### src/hdl/cmg_pkg.sv
// Purpose: Constants for the mode-based memory access guard
// Assumes: 20-bit core address space, AHB-Lite register port
// Notes: Memory partition bounds are fixed constants only
package cmg_pkg;
	// CPU modes as supplied by the core
	localparam logic [2:0] MODE_BOOT = 3'h0;
	localparam logic [2:0] MODE_TEST = 3'h1;
	localparam logic [2:0] MODE_FW = 3'h2;
	localparam logic [2:0] MODE_SYS = 3'h3;
	localparam logic [2:0] MODE_USER = 3'h4;
	// Access kind bits
	localparam int KIND_R = 0;
	localparam int KIND_W = 1;
	localparam int KIND_X = 2;
	// Fixed memory partition, no register can move it
	localparam logic [19:0] APP_ROM_LO = 20'h00000;
	localparam logic [19:0] FW_ROM_LO = 20'h30000;
	localparam logic [19:0] APP_EE_LO = 20'h40000;
	localparam logic [19:0] FW_EE_LO = 20'h70000;
	localparam logic [19:0] APP_RAM_LO = 20'h80000;
	localparam logic [19:0] FW_RAM_LO = 20'h8c000;
	localparam logic [19:0] MEM_END = 20'h90000;
	// Region one-hot bit positions
	localparam int RG_APP_ROM = 0;
	localparam int RG_FW_ROM = 1;
	localparam int RG_APP_EE = 2;
	localparam int RG_FW_EE = 3;
	localparam int RG_APP_RAM = 4;
	localparam int RG_FW_RAM = 5;
	localparam int RG_W = 6;
	// Register byte offsets
	localparam logic [7:0] OFS_SEG_BASE = 8'h00;
	localparam logic [7:0] OFS_WIN_BL = 8'h04;
	localparam logic [7:0] OFS_WIN_BH = 8'h08;
	localparam logic [7:0] OFS_WIN_SL = 8'h0c;
	localparam logic [7:0] OFS_WIN_SH = 8'h10;
	localparam logic [7:0] OFS_STATUS = 8'h14;
	// Restrictive reset values
	localparam logic [15:0] SEG_BASE_RST = 16'h0000;
	localparam logic [7:0] WIN_RST = 8'h00;
	localparam logic [15:0] CNT_RST = 16'h0000;
endpackage

### src/hdl/cmg_guard.sv
// Purpose: Mode-based memory access guard with AHB-Lite config port
// Assumes: Core gives mode, kind and segment rights on the same clock
// Notes: Decision is registered, one cycle after the request
`timescale 1ns/1ps
`default_nettype none
module cmg_guard (
	input wire logic hclk,
	input wire logic hresetn,
	input wire logic hsel,
	input wire logic [31:0] haddr,
	input wire logic [1:0] htrans,
	input wire logic hwrite,
	input wire logic [2:0] hsize,
	input wire logic [31:0] hwdata,
	input wire logic hready,
	output logic hreadyout,
	output logic hresp,
	output logic [31:0] hrdata,
	input wire logic [2:0] bus_mode,
	input wire logic acc_valid,
	input wire logic [2:0] acc_mode,
	input wire logic [19:0] acc_addr,
	input wire logic [2:0] acc_kind,
	input wire logic acc_integrity,
	input wire logic acc_emul,
	input wire logic [2:0] acc_seg_rights,
	output logic acc_grant,
	output logic acc_deny,
	output logic [15:0] seg_table_base
);
	typedef struct packed {
		logic [15:0] seg_base;
		logic [7:0] win_bl;
		logic [7:0] win_bh;
		logic [7:0] win_sl;
		logic [7:0] win_sh;
		logic wr_pend;
		logic [7:0] wr_ofs;
		logic wr_sys;
		logic [31:0] rdata;
		logic grant;
		logic deny;
		logic [15:0] deny_cnt;
		logic [2:0] last_mode;
		logic [2:0] last_kind;
	} cmg_state_t;

	cmg_state_t st;
	cmg_state_t next_st;
	logic [cmg_pkg::RG_W-1:0] region;
	logic addr_phase;
	logic [7:0] ofs;
	logic is_sys;
	logic [19:0] ram_off;
	logic [15:0] win_base;
	logic [16:0] win_end;
	logic in_win;
	logic allow;

	// Fixed partition lookup
	cmg_region_dec u_region (
		.addr(acc_addr),
		.region(region)
	);

	// Address phase qualification
	assign addr_phase = hsel && htrans[1] && hready;
	assign ofs = haddr[7:0];
	assign is_sys = (bus_mode == cmg_pkg::MODE_SYS);

	// Firmware RAM window bounds
	assign win_base = {st.win_bh, st.win_bl};
	assign win_end = {1'b0, win_base} + {1'b0, st.win_sh, st.win_sl};
	assign ram_off = acc_addr - cmg_pkg::APP_RAM_LO;
	assign in_win = (ram_off >= {4'h0, win_base}) && (ram_off < {3'h0, win_end});

	// Permission decision per mode and region
	always_comb begin
		allow = 1'b0;
		unique case (acc_mode)
			cmg_pkg::MODE_BOOT, cmg_pkg::MODE_TEST: begin
				allow = |region;
			end
			cmg_pkg::MODE_FW: begin
				if (acc_emul) begin
					// Emulation firmware only in its own area
					allow = region[cmg_pkg::RG_FW_EE];
				end else if (acc_integrity && (region[cmg_pkg::RG_APP_EE] || region[cmg_pkg::RG_FW_EE])) begin
					allow = !acc_kind[cmg_pkg::KIND_X];
				end else if (region[cmg_pkg::RG_FW_ROM]) begin
					allow = !acc_kind[cmg_pkg::KIND_W];
				end else if (region[cmg_pkg::RG_FW_EE] || region[cmg_pkg::RG_FW_RAM]) begin
					allow = !(region[cmg_pkg::RG_FW_RAM] && acc_kind[cmg_pkg::KIND_X]);
				end else if (region[cmg_pkg::RG_APP_RAM]) begin
					allow = in_win && !acc_kind[cmg_pkg::KIND_X];
				end
			end
			cmg_pkg::MODE_SYS: begin
				if (region[cmg_pkg::RG_APP_ROM]) begin
					allow = !acc_kind[cmg_pkg::KIND_W];
				end else if (region[cmg_pkg::RG_APP_EE]) begin
					allow = 1'b1;
				end else if (region[cmg_pkg::RG_APP_RAM]) begin
					allow = !acc_kind[cmg_pkg::KIND_X];
				end
			end
			cmg_pkg::MODE_USER: begin
				// Zero base disables all segments
				if (st.seg_base != cmg_pkg::SEG_BASE_RST) begin
					if (region[cmg_pkg::RG_APP_ROM] || region[cmg_pkg::RG_APP_EE] || region[cmg_pkg::RG_APP_RAM]) begin
						allow = ((acc_kind & acc_seg_rights) == acc_kind) && (acc_kind != 3'h0);
						if (region[cmg_pkg::RG_APP_ROM] && acc_kind[cmg_pkg::KIND_W]) begin
							allow = 1'b0;
						end
						if (region[cmg_pkg::RG_APP_RAM] && acc_kind[cmg_pkg::KIND_X]) begin
							allow = 1'b0;
						end
					end
				end
			end
			default: begin
				allow = 1'b0;
			end
		endcase
	end

	// Next state: bus slave, registers and decision
	always_comb begin
		next_st = st;
		next_st.grant = 1'b0;
		next_st.deny = 1'b0;
		// Data phase write, only from system mode
		next_st.wr_pend = 1'b0;
		if (st.wr_pend && st.wr_sys) begin
			unique case (st.wr_ofs)
				cmg_pkg::OFS_SEG_BASE: next_st.seg_base = hwdata[15:0];
				cmg_pkg::OFS_WIN_BL: next_st.win_bl = hwdata[7:0];
				cmg_pkg::OFS_WIN_BH: next_st.win_bh = hwdata[7:0];
				cmg_pkg::OFS_WIN_SL: next_st.win_sl = hwdata[7:0];
				cmg_pkg::OFS_WIN_SH: next_st.win_sh = hwdata[7:0];
				default: next_st.seg_base = st.seg_base;
			endcase
		end
		// Address phase capture
		if (addr_phase) begin
			next_st.wr_pend = hwrite;
			next_st.wr_ofs = ofs;
			next_st.wr_sys = is_sys;
			next_st.rdata = 32'h00000000;
			if (!hwrite) begin
				if (ofs == cmg_pkg::OFS_STATUS) begin
					next_st.rdata = {st.deny_cnt, 10'h000, st.last_kind, st.last_mode};
				end else if (is_sys) begin
					unique case (ofs)
						cmg_pkg::OFS_SEG_BASE: next_st.rdata = {16'h0000, st.seg_base};
						cmg_pkg::OFS_WIN_BL: next_st.rdata = {24'h000000, st.win_bl};
						cmg_pkg::OFS_WIN_BH: next_st.rdata = {24'h000000, st.win_bh};
						cmg_pkg::OFS_WIN_SL: next_st.rdata = {24'h000000, st.win_sl};
						cmg_pkg::OFS_WIN_SH: next_st.rdata = {24'h000000, st.win_sh};
						default: next_st.rdata = 32'h00000000;
					endcase
				end
			end
		end
		// Core access decision and deny record
		if (acc_valid) begin
			next_st.grant = allow;
			next_st.deny = !allow;
			if (!allow) begin
				next_st.deny_cnt = st.deny_cnt + 16'h0001;
				next_st.last_mode = acc_mode;
				next_st.last_kind = acc_kind;
			end
		end
	end

	// State register with restrictive reset values
	always_ff @(posedge hclk or negedge hresetn) begin
		if (!hresetn) begin
			st.seg_base <= cmg_pkg::SEG_BASE_RST;
			st.win_bl <= cmg_pkg::WIN_RST;
			st.win_bh <= cmg_pkg::WIN_RST;
			st.win_sl <= cmg_pkg::WIN_RST;
			st.win_sh <= cmg_pkg::WIN_RST;
			st.wr_pend <= 1'b0;
			st.wr_ofs <= 8'h00;
			st.wr_sys <= 1'b0;
			st.rdata <= 32'h00000000;
			st.grant <= 1'b0;
			st.deny <= 1'b0;
			st.deny_cnt <= cmg_pkg::CNT_RST;
			st.last_mode <= 3'h0;
			st.last_kind <= 3'h0;
		end else begin
			st <= next_st;
		end
	end

	// Outputs; slave never stalls and always answers OKAY
	assign hreadyout = 1'b1;
	assign hresp = 1'b0;
	assign hrdata = st.rdata;
	assign acc_grant = st.grant;
	assign acc_deny = st.deny;
	assign seg_table_base = st.seg_base;
endmodule
`default_nettype wire

### src/hdl/cmg_region_dec.sv
// Purpose: Classify a core address into one fixed memory region
// Assumes: Partition bounds from cmg_pkg, ascending order
// Notes: Addresses at or above the end hit no region
`timescale 1ns/1ps
`default_nettype none
module cmg_region_dec (
	input wire logic [19:0] addr,
	output logic [cmg_pkg::RG_W-1:0] region
);
	// Bound compare against the fixed partition
	always_comb begin
		region = '0;
		if (addr < cmg_pkg::FW_ROM_LO) begin
			region[cmg_pkg::RG_APP_ROM] = 1'b1;
		end else if (addr < cmg_pkg::APP_EE_LO) begin
			region[cmg_pkg::RG_FW_ROM] = 1'b1;
		end else if (addr < cmg_pkg::FW_EE_LO) begin
			region[cmg_pkg::RG_APP_EE] = 1'b1;
		end else if (addr < cmg_pkg::APP_RAM_LO) begin
			region[cmg_pkg::RG_FW_EE] = 1'b1;
		end else if (addr < cmg_pkg::FW_RAM_LO) begin
			region[cmg_pkg::RG_APP_RAM] = 1'b1;
		end else if (addr < cmg_pkg::MEM_END) begin
			region[cmg_pkg::RG_FW_RAM] = 1'b1;
		end
	end
endmodule
`default_nettype wire

### config.mk
export PLATFORM = sky130hd
export DESIGN_NAME = cmg_guard
export DESIGN_NICKNAME = d
export VERILOG_FILES = /design/src/hdl/cmg_pkg.sv /design/src/hdl/cmg_guard.sv /design/src/hdl/cmg_region_dec.sv
export SDC_FILE = /design/constraint.sdc
export NUM_CORES = 1
export LEC_CHECK = 0
export BUFFER_PORTS_ARGS = -buffer_cell sky130_fd_sc_hd__clkbuf_2
export CAP_MARGIN = 20
export CORE_UTILIZATION = 47
export CTS_BUF_LIST = sky130_fd_sc_hd__clkbuf_8 sky130_fd_sc_hd__clkbuf_16
export DETAILED_ROUTE_END_ITERATION = 12
export PLACE_DENSITY = 0.76
export SLEW_MARGIN = 20
export SYNTH_ARGS = -nofsm -noshare
export SYNTH_HDL_FRONTEND = slang
export SYNTH_HIERARCHICAL = 1
export SYNTH_SLANG_ARGS = --single-unit
### constraint.sdc
create_clock -name hclk -period 12.3 [get_ports hclk]
set_input_delay 0.615 -clock hclk [delete_from_list [all_inputs] [get_ports hclk]]
set_output_delay 0.615 -clock hclk [all_outputs]
set_load 0.05 [all_outputs]
==> metrics.md <==
| Metric | Value |
|---|---|
| Diodes inserted | `0` |
| Cell with the most instances after synthesis | `dfrtp_1` |
| Die H | `121 microns` |
| H-tree Lvls | `4` |
| First-pass GRT wire length | `26.4 mm` |
| Buffers on Ports | `114` |
| Clk sink count | `114` |
| Die Width | `121 microns` |
| Worst Tran Pin Value | `1.04 ns` |
| Fill count | `1162` |
| Clock root buffer | `clkbuf_16` |
| WL per Instance | `18.4 microns` |
| Final Wtd Congestion | `0.926` |
| Post_cts resized | `0` |
| Initial antenna violation count | `0` |
| Static Leak | `3.80 nW` |
| RSZ-0062 raised after global routing | `false` |
| Fin nets | `869` |
| VDD IR max | `0.0979 mV` |
| P&R area growth vs syn | `16.3%` |
| Routed WL | `16.6 mm` |
| Setup ws final | `7.38 ns` |
| Post-synth EDFFs | `0` |
| Post-CTS Setup Bufs | `0` |
| Largest cells by area after synthesis | `dfrtp_1 43%, mux2_2 9.4%, ha_1 9.2%, buf_4 5.6%, a22o_1 4.2%` |
| DRT antenna net count | `0` |
| GRT Total Usage | `23.2%` |
| Status | `complete, no violations` |
| Synth Net Count | `797` |
| Synthesized area | `6680 sq um` |
| CP Data Arrival Time | `5.24 ns` |
| FF+latch count, synth | `114` |
| Initial Util | `48.2%` |
| CP peak stage delay | `0.58 ns` |
| DRC Markers | `0` |
| Hold bufs inserted after CTS | `0` |
| Top delay family on crit path | `compound AO/OA/AOI/OAI gates` |
| Worst hold path type | `in -> async` |
| Total power | `1.15 mW` |
| Ys flop type | `dfrtp_1` |
| Final Setup Violations | `0` |
| DPL Wire Length | `12.2 mm` |
| Pre-CTS setup slack | `7.45 ns` |
| Asr flop ratio synth | `100%` |
| Worst-skew pair later-pin latency | `0.41 ns` |
| Maximum capacitance violations | `0` |
| CTS Buf Count | `17` |
| Post-synth cell types | `58` |
| List of most frequent post-synthesis cells | `114 x dfrtp_1, 56 x mux2_2, 50 x buf_4` |
| Total negative slack | `0 ns` |
| Cell Pwr Density | `147 nW/um^2` |
| Mapped Cells | `638` |
| Synth Warn # | `6` |
| Clock-pin slew on the worst setup and hold paths | `0.05 ns` |
| Via density | `5.84` |
| Pin count of the biggest net entering global routing | `67` |
| Fmax achieved | `0.203 GHz` |
| Tcrit/Tclk final | `40.0%` |
| Final Non-Filler Cells | `903` |
| Placeable Area | `13900 sq um` |
| Cells after DPL | `871` |
| CP Data Required Time | `12.62 ns` |
| Number of global-route vias before repair | `5207` |
| R2r setup slk | `7.38 ns` |
| Crit path launch type | `flop` |
| DIE AREA | `14700 sq um` |
| Pre-Repair DR Iteration Count | `7` |
| CP endpoint kind | `flop` |
| Via count | `5270` |
| Synth top area share | `42.7%` |
| Boundary Pins | `161` |
| GRT overflow | `0` |
| Max-slew violations | `0` |
| Sequential share of the synthesized area | `42.7%` |
| Yosys top cell by area | `dfrtp_1` |
| Initial DRC Count | `433` |
| TritonCTS clock tree | `done` |
| Share of layout cells above drive strength 1 | `29.5%` |
| Placement row count | `43` |
| Slowest stage cell on the critical path | `or4_1` |
| Worst r2r src | `st[90]` |
| Final hold viol count | `0` |
| Bufs and invs on worst path | `1` |
| Setup Skew | `0.00755 ns` |
| CP max FO | `23` |
| Slew HR | `30.2%` |
| Crit path kind | `reg -> reg` |
| Post-route minimum period | `4.92 ns` |
| Critical path startpoint | `st[90]` |
| Longest Clk Path Bufs | `2` |
| Avg Cell Area, Syn | `10.5 sq um` |
| Cell Chain, Critical Path | `ha_1, inv_1, fa_1, nor2b_1, o31a_1, o211ai_1, a21oi_1, o31ai_1, o211ai_1, xnor2_1, ha_1, and3_1, nand3_1, or4_1, a41o_1, nor4_1, xor2_1` |
[worst paths after layout]
check,end,depth (start not counted)
max,st[14],17
min,acc_deny,1
max reg2reg,st[14],17
min reg2reg,st[21],1
max in group asynchronous,st[89],2
min in group hclk,st[65],3
[power by group]
part | internal, mW | switching (mW) | total (mW) | leakage (nW)
Combinational | 0.0583 | 0.0813 | 0.140 | 2.04
Sequential | 0.405 | 0.0363 | 0.441 | 1.41
Clock | 0.399 | 0.166 | 0.566 | 0.346
[worst reg2reg max path: cells and delay by family (launching register included)]
kind / cells / cell delay, ns
XOR/XNOR: 2 / 0.38
buffers and inverters: 1 / 0.07
flip-flops: 1 / 0.43
adder cells (fa/ha/maj): 3 / 0.75
AND/OR/NAND/NOR: 5 / 1.44
AO/OA/AOI/OAI: 6 / 1.75
[per-stage QoR]
| stage | cell area [sq um] | hold WS, ns | util [%] |
|---|---|---|---|
| floorplan | 6680 | 0.319 | - |
| global placement | 7090 | 0.459 | 51.1 |
| detailed placement | 7090 | 0.457 | 51.1 |
| CTS | 7770 | 0.239 | 56.0 |
| global route | 7770 | 0.253 | 56.0 |
| finish | 7770 | 0.216 | 56.0 |
[final cells by class]
cell class / count / area [sq um] / area share, %
clock buffer: 21 / 480 / 6.18
clock inverter: 11 / 206 / 2.66
inverter: 28 / 105 / 1.35
multi-input combinational: 431 / 3300 / 42.5
sequential: 114 / 2850 / 36.7
tap: 180 / 225 / 2.90
timing repair buffer: 118 / 603 / 7.76
[layer usage]
metal	GRT usage, %	share of wire [%]	vias to the layer above
li1	-	-	2441
met1	30.1	43	2629
met2	39.5	51	179
met3	4.04	5.1	21
met4	7.10	1.3	0
met5	0	0	-
[sequential cells by signal (all words and copies together) (netlist names)]
name            count
st                 64
hrdata             32
seg_table_base     16
acc_deny            1
acc_grant           1
[cell families (layout without fill, tap and decap cells)]
family                     after synthesis  in the layout  share of synthesized area (%)
and+or+nand+nor                        157            157                           12.0
AOI/OAI and AO/OA                      138            138                           14.5
DFF                                    114            114                           42.7
buffers and inverters                   93            178                           8.18
muxes                                   56             56                           9.43
adders and majority gates               50             50                           9.47
xor gates and xnor gates                28             28                           3.67
other                                    2              2                          0.112
[layout by cell type (no fill, tap or decap), types with 23 or more instances in the layout]
cell	synthesis	routed
xor2_1	23	23
mux2_2	56	56
ha_1	49	49
dfrtp_1	114	114
clkbuf_2	0	113
inv_1	28	30
o21ai_0	37	37
nand2_1	48	48
nor2_1	24	24
a22o_1	32	32
(Power assumes the default switching activity.)
